`src/hw/vrd_pkg.sv`:
```
// constants and carrier types of the voice rom and dac control block
`default_nettype none
package vrd_pkg;
    // data memory addresses
    localparam logic [7:0] ADDR_PTR0_HI = 8'h18;
    localparam logic [7:0] ADDR_PTR0_MID = 8'h19;
    localparam logic [7:0] ADDR_PTR0_LO = 8'h1A;
    localparam logic [7:0] ADDR_PTR1_HI = 8'h1B;
    localparam logic [7:0] ADDR_PTR1_MID = 8'h1C;
    localparam logic [7:0] ADDR_PTR1_LO = 8'h1D;
    localparam logic [7:0] ADDR_SPEECH_CTRL = 8'h26;
    localparam logic [7:0] ADDR_DAC_LOW = 8'h27;
    localparam logic [7:0] ADDR_DAC_HIGH = 8'h28;
    localparam logic [7:0] ADDR_LOUDNESS = 8'h29;
    localparam logic [7:0] ADDR_SAMPLE_PORT = 8'h2A;
    // speech_ctrl field positions
    localparam int CTRL_DAC_EN_BIT = 1;
    localparam int CTRL_ROM_EN_BIT = 2;
    localparam int CTRL_PTR_SEL_BIT = 4;
    localparam int CTRL_XTAL_SLOW_BIT = 7;
    localparam logic [7:0] CTRL_USED_MASK = 8'h96;
    localparam logic [7:0] HI_NIBBLE_MASK = 8'hF0;
    // reset values
    localparam logic [7:0] CTRL_RESET = 8'h00;
    localparam logic [7:0] BYTE_RESET = 8'h00;
    // rom fetch time
    localparam int CLK_FREQ_HZ = 50_000_000;
    localparam int FETCH_TIME_NS = 4000;
    localparam int FETCH_CYCLES = (FETCH_TIME_NS * (CLK_FREQ_HZ / 1_000_000)
                                   + 999) / 1000;
    localparam logic [7:0] FETCH_COUNT = 8'(FETCH_CYCLES - 1);
    // processor side access
    typedef struct packed {
        logic wr;
        logic rd;
        logic [7:0] addr;
        logic [7:0] wdata;
    } vrd_req_t;
    // rom side fetch request
    typedef struct packed {
        logic req;
        logic [23:0] addr;
    } vrd_rom_req_t;
    typedef enum logic [1:0] {
        VRD_IDLE = 2'b00,
        VRD_WAIT = 2'b01,
        VRD_DONE = 2'b10
    } vrd_fetch_st_t;
endpackage
`default_nettype wire

```
`src/hw/vrd_voice_dac_ctrl.sv`:
```
// register block for the voice rom pointers, dac sample and volume
// Overview of operation
// - dac sample from dac_low high nibble, dac_high
// - dac_low low nibble reads zero
// - eight volume levels from loudness_reg upper nibble
// - loudness_reg low nibble reads zero
// - speech_ctrl bit 1 switches converter
// - converter off gives no valid output
// - converter enable changes only by software
// - bit 2 enables rom, else inaccessible
// - bit 4 selects pointer 0 or 1
// - bit 7 crystal start mode, resets zero
// - bits 0,3,5,6 read zero
// - selected pointer forms 24-bit byte address
// - fetch within 4 us of address write
// - fetched byte read at sample_byte_port
// - pointer bytes at 18H-1AH and 1BH-1DH
// - crystal start mode feeds timer_three clock
`default_nettype none
module vrd_voice_dac_ctrl (
    input wire logic i_ref_clk,
    input wire logic i_rst,
    input wire vrd_pkg::vrd_req_t i_req,
    input wire logic i_sleep,
    input wire logic [7:0] i_rom_data,
    input wire logic i_rom_ack,
    output logic [7:0] o_rdata,
    output logic [11:0] o_dac_sample,
    output logic [2:0] o_dac_volume,
    output logic o_dac_valid,
    output vrd_pkg::vrd_rom_req_t o_rom,
    output logic o_rom_enable,
    output logic o_xtal_slow_start,
    output logic o_fetch_busy
);
    logic [7:0] ctrl_r;
    logic [7:0] ptr_r [0:5];
    logic [3:0] dac_low_r;
    logic [7:0] dac_high_r;
    logic [3:0] loud_r;
    logic [7:0] rom_byte_r;
    logic [7:0] wait_r;
    logic [7:0] rdata_nxt;
    logic ptr_sel;
    logic ptr_write;
    logic fetch_restart;
    logic [23:0] cur_addr;
    vrd_pkg::vrd_fetch_st_t st_r;

    assign ptr_sel = ctrl_r[vrd_pkg::CTRL_PTR_SEL_BIT];
    // high, middle, low in address order
    assign cur_addr = ptr_sel ? {ptr_r[3], ptr_r[4], ptr_r[5]}
                              : {ptr_r[0], ptr_r[1], ptr_r[2]};
    assign ptr_write = i_req.wr && i_req.addr >= vrd_pkg::ADDR_PTR0_HI
                       && i_req.addr <= vrd_pkg::ADDR_PTR1_LO;
    // any pointer byte or control write starts the fetch over
    assign fetch_restart = ptr_write || (i_req.wr
                           && i_req.addr == vrd_pkg::ADDR_SPEECH_CTRL);

    // sleep input is deliberately ignored here
    always_ff @(posedge i_ref_clk) begin
        if (i_rst) begin
            ctrl_r <= vrd_pkg::CTRL_RESET;
        end else if (i_req.wr && i_req.addr == vrd_pkg::ADDR_SPEECH_CTRL) begin
            ctrl_r <= i_req.wdata & vrd_pkg::CTRL_USED_MASK;
        end
    end

    always_ff @(posedge i_ref_clk) begin
        if (i_rst) begin
            for (int i = 0; i < 6; i++) begin
                ptr_r[i] <= vrd_pkg::BYTE_RESET;
            end
        end else if (ptr_write) begin
            ptr_r[3'(i_req.addr - vrd_pkg::ADDR_PTR0_HI)] <=
                i_req.wdata;
        end
    end

    always_ff @(posedge i_ref_clk) begin
        if (i_rst) begin
            dac_low_r <= 4'h0;
            dac_high_r <= vrd_pkg::BYTE_RESET;
            loud_r <= 4'h0;
        end else if (i_req.wr) begin
            if (i_req.addr == vrd_pkg::ADDR_DAC_LOW) begin
                dac_low_r <= i_req.wdata[7:4];
            end
            if (i_req.addr == vrd_pkg::ADDR_DAC_HIGH) begin
                dac_high_r <= i_req.wdata;
            end
            if (i_req.addr == vrd_pkg::ADDR_LOUDNESS) begin
                loud_r <= i_req.wdata[7:4];
            end
        end
    end

    // converter outputs hold until a new write
    always_ff @(posedge i_ref_clk) begin
        if (i_rst) begin
            o_dac_sample <= 12'h000;
            o_dac_volume <= 3'h0;
            o_dac_valid <= 1'b0;
        end else begin
            o_dac_valid <= ctrl_r[vrd_pkg::CTRL_DAC_EN_BIT];
            o_dac_sample <= ctrl_r[vrd_pkg::CTRL_DAC_EN_BIT]
                            ? {dac_high_r, dac_low_r} : 12'h000;
            // eight levels: upper three bits of the written nibble
            o_dac_volume <= loud_r[3:1];
        end
    end

    always_ff @(posedge i_ref_clk) begin
        if (i_rst) begin
            o_rom_enable <= 1'b0;
            o_xtal_slow_start <= 1'b0;
        end else begin
            o_rom_enable <= ctrl_r[vrd_pkg::CTRL_ROM_EN_BIT];
            o_xtal_slow_start <= ctrl_r[vrd_pkg::CTRL_XTAL_SLOW_BIT];
        end
    end

    // fetch: request rom, latch byte; result stands after FETCH_CYCLES max
    always_ff @(posedge i_ref_clk) begin
        if (i_rst) begin
            st_r <= vrd_pkg::VRD_IDLE;
            wait_r <= 8'h00;
            rom_byte_r <= vrd_pkg::BYTE_RESET;
            o_rom <= '0;
            o_fetch_busy <= 1'b0;
        end else if (fetch_restart) begin
            st_r <= vrd_pkg::VRD_WAIT;
            wait_r <= vrd_pkg::FETCH_COUNT;
            o_rom.req <= 1'b0;
            o_fetch_busy <= 1'b1;
        end else begin
            unique case (st_r)
                vrd_pkg::VRD_IDLE: begin
                    o_rom.req <= 1'b0;
                    o_fetch_busy <= 1'b0;
                end
                vrd_pkg::VRD_WAIT: begin
                    o_rom.req <= ctrl_r[vrd_pkg::CTRL_ROM_EN_BIT];
                    o_rom.addr <= cur_addr;
                    wait_r <= wait_r - 8'h01;
                    if (i_rom_ack && ctrl_r[vrd_pkg::CTRL_ROM_EN_BIT]) begin
                        rom_byte_r <= i_rom_data;
                    end
                    // rom off: contents never reach the bus
                    if (!ctrl_r[vrd_pkg::CTRL_ROM_EN_BIT]) begin
                        rom_byte_r <= vrd_pkg::BYTE_RESET;
                    end
                    if (wait_r == 8'h00) begin
                        st_r <= vrd_pkg::VRD_DONE;
                        o_rom.req <= 1'b0;
                        o_fetch_busy <= 1'b0;
                    end
                end
                vrd_pkg::VRD_DONE: begin
                    st_r <= vrd_pkg::VRD_IDLE;
                end
                default: begin
                    st_r <= vrd_pkg::VRD_IDLE;
                end
            endcase
        end
    end

    always_comb begin
        rdata_nxt = 8'h00;
        if (i_req.addr >= vrd_pkg::ADDR_PTR0_HI
            && i_req.addr <= vrd_pkg::ADDR_PTR1_LO) begin
            rdata_nxt = ptr_r[3'(i_req.addr - vrd_pkg::ADDR_PTR0_HI)];
        end
        unique case (i_req.addr)
            vrd_pkg::ADDR_SPEECH_CTRL: rdata_nxt = ctrl_r;
            vrd_pkg::ADDR_DAC_LOW: rdata_nxt = {dac_low_r, 4'h0};
            vrd_pkg::ADDR_DAC_HIGH: rdata_nxt = dac_high_r;
            vrd_pkg::ADDR_LOUDNESS: rdata_nxt = {loud_r, 4'h0};
            vrd_pkg::ADDR_SAMPLE_PORT: begin
                rdata_nxt = rom_byte_r;
                // rom off reads zero at once, before the fetch clears it
                if (!ctrl_r[vrd_pkg::CTRL_ROM_EN_BIT]) begin
                    rdata_nxt = 8'h00;
                end
            end
            default: begin
            end
        endcase
    end

    // read data registered: valid the cycle after i_req.rd
    always_ff @(posedge i_ref_clk) begin
        if (i_rst) begin
            o_rdata <= 8'h00;
        end else if (i_req.rd) begin
            o_rdata <= rdata_nxt;
        end
    end

    property p_low_nibble_zero;
        @(posedge i_ref_clk) disable iff (i_rst)
        i_req.rd && i_req.addr == vrd_pkg::ADDR_DAC_LOW
        |=> o_rdata[3:0] == 4'h0;
    endproperty
    a_low_nibble_zero: assert property (p_low_nibble_zero)
        else $error("dac_low low nibble not zero");

    property p_loud_zero;
        @(posedge i_ref_clk) disable iff (i_rst)
        i_req.rd && i_req.addr == vrd_pkg::ADDR_LOUDNESS
        |=> o_rdata[3:0] == 4'h0;
    endproperty
    a_loud_zero: assert property (p_loud_zero)
        else $error("loudness low nibble not zero");

    property p_ctrl_unused;
        @(posedge i_ref_clk) disable iff (i_rst)
        (ctrl_r & ~vrd_pkg::CTRL_USED_MASK) == 8'h00;
    endproperty
    a_ctrl_unused: assert property (p_ctrl_unused)
        else $error("unused control bit set");

    property p_dac_off;
        @(posedge i_ref_clk) disable iff (i_rst)
        !ctrl_r[vrd_pkg::CTRL_DAC_EN_BIT] |=> !o_dac_valid;
    endproperty
    a_dac_off: assert property (p_dac_off)
        else $error("dac valid while off");

    property p_dac_sample;
        @(posedge i_ref_clk) disable iff (i_rst)
        i_req.wr && i_req.addr == vrd_pkg::ADDR_DAC_HIGH
        && ctrl_r[vrd_pkg::CTRL_DAC_EN_BIT] && !(i_req.addr ==
        vrd_pkg::ADDR_SPEECH_CTRL) ##1 ctrl_r[vrd_pkg::CTRL_DAC_EN_BIT]
        |=> o_dac_sample[11:4] == $past(i_req.wdata, 2);
    endproperty
    a_dac_sample: assert property (p_dac_sample)
        else $error("dac sample high byte wrong");

    property p_sleep_keeps;
        @(posedge i_ref_clk) disable iff (i_rst)
        i_sleep && !(i_req.wr && i_req.addr == vrd_pkg::ADDR_SPEECH_CTRL)
        |=> $stable(ctrl_r);
    endproperty
    a_sleep_keeps: assert property (p_sleep_keeps)
        else $error("control changed without write");

    property p_fetch_time;
        @(posedge i_ref_clk) disable iff (i_rst)
        // a newer write takes over the deadline of the older one
        fetch_restart |-> ##[1:201] (st_r == vrd_pkg::VRD_DONE
                                     || fetch_restart);
    endproperty
    a_fetch_time: assert property (p_fetch_time)
        else $error("fetch not done in time");

    property p_rom_off;
        @(posedge i_ref_clk) disable iff (i_rst)
        !ctrl_r[vrd_pkg::CTRL_ROM_EN_BIT] |-> !o_rom.req ##1 1'b1;
    endproperty
    a_rom_off: assert property (p_rom_off)
        else $error("rom request while disabled");

    c_fetch: cover property (@(posedge i_ref_clk) ptr_write ##[1:201]
        st_r == vrd_pkg::VRD_DONE);
    c_dac_on: cover property (@(posedge i_ref_clk) o_dac_valid);
    c_ptr1: cover property (@(posedge i_ref_clk) o_rom.req && ptr_sel);
    c_rom_off: cover property (@(posedge i_ref_clk)
        st_r == vrd_pkg::VRD_WAIT && !ctrl_r[vrd_pkg::CTRL_ROM_EN_BIT]);

    property p_read_port;
        @(posedge i_ref_clk) disable iff (i_rst)
        i_req.rd && i_req.addr == vrd_pkg::ADDR_SAMPLE_PORT
        |=> o_rdata == ($past(ctrl_r[vrd_pkg::CTRL_ROM_EN_BIT])
                        ? $past(rom_byte_r) : 8'h00);
    endproperty
    a_read_port: assert property (p_read_port)
        else $error("sample port read wrong");

    property p_rom_capture;
        @(posedge i_ref_clk) disable iff (i_rst)
        st_r == vrd_pkg::VRD_WAIT && i_rom_ack && !fetch_restart
        && ctrl_r[vrd_pkg::CTRL_ROM_EN_BIT]
        |=> rom_byte_r == $past(i_rom_data);
    endproperty
    a_rom_capture: assert property (p_rom_capture)
        else $error("rom byte not captured");

    property p_ptr1_addr;
        @(posedge i_ref_clk) disable iff (i_rst)
        o_rom.req && ptr_sel |-> o_rom.addr == {ptr_r[3], ptr_r[4], ptr_r[5]};
    endproperty
    a_ptr1_addr: assert property (p_ptr1_addr)
        else $error("pointer 1 address wrong");

    property p_ptr0_addr;
        @(posedge i_ref_clk) disable iff (i_rst)
        o_rom.req && !ptr_sel |-> o_rom.addr == {ptr_r[0], ptr_r[1], ptr_r[2]};
    endproperty
    a_ptr0_addr: assert property (p_ptr0_addr)
        else $error("pointer 0 address wrong");

    property p_dac_on;
        @(posedge i_ref_clk) disable iff (i_rst)
        ctrl_r[vrd_pkg::CTRL_DAC_EN_BIT] |=> o_dac_valid;
    endproperty
    a_dac_on: assert property (p_dac_on)
        else $error("dac not valid while on");

    property p_volume;
        @(posedge i_ref_clk) disable iff (i_rst)
        i_req.wr && i_req.addr == vrd_pkg::ADDR_LOUDNESS
        |=> ##1 o_dac_volume == $past(i_req.wdata[7:5], 2);
    endproperty
    a_volume: assert property (p_volume)
        else $error("volume level wrong");

    property p_xtal_mode;
        @(posedge i_ref_clk) disable iff (i_rst)
        o_xtal_slow_start == $past(ctrl_r[vrd_pkg::CTRL_XTAL_SLOW_BIT]);
    endproperty
    a_xtal_mode: assert property (p_xtal_mode)
        else $error("crystal start mode wrong");
endmodule
`default_nettype wire

```
`config.mk`:
```
export PLATFORM = sky130hd
export DESIGN_NAME = vrd_voice_dac_ctrl
export DESIGN_NICKNAME = d
export VERILOG_FILES = /design/src/hw/vrd_pkg.sv /design/src/hw/vrd_voice_dac_ctrl.sv
export SDC_FILE = /design/constraint.sdc
export NUM_CORES = 1
export LEC_CHECK = 0
export BUFFER_PORTS_ARGS = -buffer_cell sky130_fd_sc_hd__buf_2
export CORE_ASPECT_RATIO = 2
export CORE_UTILIZATION = 40
export DETAILED_ROUTE_END_ITERATION = 8
export REMOVE_ABC_BUFFERS = 1
export SKIP_CTS_REPAIR_TIMING = 1
export SYNTH_ARGS = -nofsm -noshare
export SYNTH_HDL_FRONTEND = slang
export SYNTH_SLANG_ARGS = --single-unit
```
`constraint.sdc`:
```
create_clock -name i_ref_clk -period 4.4 [get_ports i_ref_clk]
set_clock_uncertainty 0.1 [all_clocks]
set_input_delay 0.88 -clock i_ref_clk [delete_from_list [all_inputs] [get_ports i_ref_clk]]
set_output_delay 0.88 -clock i_ref_clk [all_outputs]
set_load 0.01 [all_outputs]
```
==> impl_metrics.env <==
export IMPL_yosysTopAreaCell="dfxtp_1"
export IMPL_final_nets=679
export IMPL_clk_latency_ps=430
export IMPL_grt_max_degree=46
export IMPL_gp_congestion=0.857
export IMPL_clk_pin_slew_ps=60
export IMPL_rr_endpoint="o_rom[13]"
export IMPL_fillers=1417
export IMPL_yosys_warnings=0
export IMPL_clock_path_buffers=2
export IMPL_drive_gt1_share_pct=25.8
export IMPL_place_port_buffers=80
export IMPL_vias=4583
export IMPL_rrSetupSlack_ps=1870
export IMPL_yosys_cell_count_top_type="dfxtp_1"
export IMPL_swShare_pct=23.9
export IMPL_ys_ff_latch=138
export IMPL_antenna_cells=0
export IMPL_first_pass_iters=4
export IMPL_synthTopCellsByCount="90 x dfxtp_1, 61 x mux2i_1, 53 x and2_1"
export IMPL_dp_cells=826
export IMPL_synthCells=577
export IMPL_synth_area_leaders="dfxtp_1 29%, edfxtp_1 23%, mux2i_1 9.8%"
export IMPL_critPathBufInv=2
export IMPL_clock_power_share_pct=48.7
export IMPL_maxCapViolCount=0
export IMPL_slew_violations=0
export IMPL_core_rowCount=64
export IMPL_fin_tns_setup_ps=0
export IMPL_setup_viol=0
export IMPL_dp_hpwl_mm=12.0
export IMPL_cp_cell_sequence="buf_2 -> nand2_1 -> nor4_4 -> o21ai_2 -> and2_1 -> buf_4 -> a211oi_2"
export IMPL_min_period_ps=3110
export IMPL_fin_crit_sh_pct=70.6
export IMPL_fin_cells=858
export IMPL_io_pins=82
export IMPL_cts_sinks=138
export IMPL_critPathLaunchType="input pin"
export IMPL_core_um2=15300
export IMPL_rsz0062_at_grt="no"
export IMPL_async_flop_share_pct=0
export IMPL_drc=0
export IMPL_start_util_pct=40.8
export IMPL_hold_violations=0
export IMPL_ys_seq_area_share_pct=52.0
export IMPL_wl_per_cell_um=19.0
export IMPL_synth_edff_count=48
export IMPL_synthFlopType="dfxtp_1"
export IMPL_cts_root_buf="clkbuf_16"
export IMPL_grt_pass1_vias=4708
export IMPL_ctsHtreeMaxLevel=4
export IMPL_synth_area_per_cell_um2=10.8
export IMPL_pwr_share_seq_pct=46.0
export IMPL_r2r_cells=5
export IMPL_syn_area_um2=6230
export IMPL_synth_cell_type_count=54
export IMPL_die_w_um=90.3
export IMPL_hold_class="reg -> reg"
export IMPL_end_kind="register"
export IMPL_outcome="completed"
export IMPL_tightest_slew_ps=1220
export IMPL_grt_pass1_wl_mm=25.6
export IMPL_rr_startpoint="st_r[0]"
export IMPL_grt_usage_pct=21.1
export IMPL_holdPathEnd="o_fetch_busy"
export IMPL_worstPathRequired_ps=4640
export IMPL_hold_ws_ps=363
export IMPL_power_internal_mw=2.26
export IMPL_gr_total_overflow=0
export IMPL_slowest_delay_ps=580
export IMPL_syn2layout_area_growth_pct=18.6
export IMPL_vias_per_cell=5.34
export IMPL_cts_tree="yes"
export IMPL_p_sw_uw=708
export IMPL_drtIter0Drc=186
export IMPL_powerDensity_nw_per_um2=401
export IMPL_critPathKind="in -> reg"
export IMPL_relSlewSlack_pct=18.5
export IMPL_crit_path_max_fanout=23
export IMPL_synth_top_area_share_pct=28.9
export IMPL_hp_start="o_fetch_busy"
export IMPL_hold_depth=2
export IMPL_die_area_um2=16100
export IMPL_leakage_nw=2.90
export IMPL_antenna_found_initial=0
export IMPL_crit_path_top_delay_cell="and2_1"
export IMPL_worstPathArrival_ps=3350
export IMPL_final_antenna_net_count=0
export IMPL_drt_wl_total_mm=16.3
export IMPL_p_comb_share_pct=5.2
export IMPL_fmax_mhz=322
export IMPL_ir_worst_vdd_mv=0.262
export IMPL_critPathTopFamily="simple AND/OR/NAND/NOR gates"
export IMPL_cts_buffers=17
export IMPL_die_h_um=179
[power groups by stage]
stage | combinational, mW | clock [mW] | sequential (mW)
after floorplan | 0.0693 | 0 | 1.39
after global placement | 0.153 | 0 | 1.39
after detailed placement | 0.156 | 0 | 1.39
after CTS | 0.157 | 1.46 | 1.37
after global routing | 0.170 | 1.52 | 1.37
final | 0.156 | 1.44 | 1.37
[worst reg2reg max path, cell delays in order, from the launching register on]
cell and delay [ps]:
dfxtp_1 350, nor2b_2 140, buf_4 400, and2_1 1050, buf_4 300, a211oi_2 70
[metrics by stage]
| step | worst slack, ps | cell area (µm²) | power (mW) | utilization [%] |
|---|---|---|---|---|
| final | 1290 | 7400 | 2.96 | 48.4 |
| after global routing | 1180 | 7400 | 3.05 | 48.4 |
| after CTS | 1290 | 7400 | 2.98 | 48.4 |
| after detailed placement | 854 | 6790 | 1.55 | 44.4 |
| after global placement | 903 | 6790 | 1.54 | 44.4 |
| after floorplan | 1230 | 6040 | 1.46 | - |
[how the worst max path moves through the flow]
| stage | endpoint | depth (start not counted) | startpoint | slack [ps] |
|---|---|---|---|---|
| 3_5_place_dp | o_rom[13] | 7 | i_req[10] | 850 |
| 4_1_cts | o_rom[13] | 7 | i_req[10] | 1290 |
| 2_1_floorplan | o_rom[0] | 5 | i_req[10] | 1230 |
| 6_report | o_rom[13] | 7 | i_req[10] | 1290 |
| 5_1_grt | o_rom[13] | 7 | i_req[10] | 1180 |
| 3_3_place_gp | o_rom[5] | 7 | i_req[10] | 900 |
[placed cells by master, fill, tap and decap left out, types with 2 or more instances in the layout]
cell,netlist,final
dfxtp_1,90,90
a21oi_1,39,39
inv_6,0,4
a22o_1,7,7
nand3_1,16,16
nand2b_1,6,6
a31oi_1,9,9
inv_1,18,18
nor2_1,39,39
a211oi_2,20,20
nor4_1,2,2
ha_1,2,2
nor4_4,2,2
mux2i_1,61,61
and3_1,12,12
clkbuf_16,0,19
o21ai_0,12,12
mux4_2,3,3
o22ai_1,14,14
xor2_1,2,2
and2_1,53,53
xnor2_1,4,4
a211oi_1,5,5
buf_4,1,14
clkinv_2,0,2
a311oi_1,3,3
or2_2,6,6
mux2_2,3,3
edfxtp_1,48,48
nor2b_1,12,11
nand2_1,14,14
nor3_1,10,10
a22oi_1,2,2
clkinv_4,0,4
buf_2,6,80
[registers in the layout, summed over array words and instances, names as in the netlist]
| signal | flops |
|---|---|
| o_rom | 25 |
| o_rom_enable | 1 |
| o_dac_volume | 3 |
| o_xtal_slow_start | 1 |
| o_dac_valid | 1 |
| o_dac_sample | 12 |
| rom_byte_r | 8 |
| loud_r | 4 |
| wait_r | 8 |
| o_rdata | 8 |
| ptr_r | 48 |
| ctrl_r | 4 |
| st_r | 2 |
| dac_high_r | 8 |
| o_fetch_busy | 1 |
| dac_low_r | 4 |
[kinds of logic (layout without fill, tap and decap cells)]
group                      count (synthesis)  after routing  share of synthesized area [%]
and+or+nand+nor                          181            181                           16.8
xor gates and xnor gates                   6              6                          0.843
adders and majority gates                  2              2                          0.401
muxes                                     67             67                           11.4
buffers and inverters                     61            144                           4.24
DFF                                      138            138                           52.0
AOI/OAI and AO/OA                        122            122                           14.3
[metal layers]
metal | global-route usage (%) | wire length [µm] | vias up
met1 | 21.4 | 5950 | 2192
met5 | 0 | 0 | -
met3 | 4.26 | 609 | 31
li1 | - | - | 2223
met4 | 11.4 | 701 | 0
met2 | 39.9 | 9040 | 137
[cell type report]
type                       count  area [µm²]  share of cell area, %
timing repair buffer          94         505                   6.83
tap                          198         248                   3.35
multi-input combinational    378        2730                   36.9
sequential                   138        3240                   43.9
inverter                      18        67.6                  0.914
clock buffer                  19         475                   6.43
clock inverter                13         128                   1.73
Power figures use the tool's default switching activity.
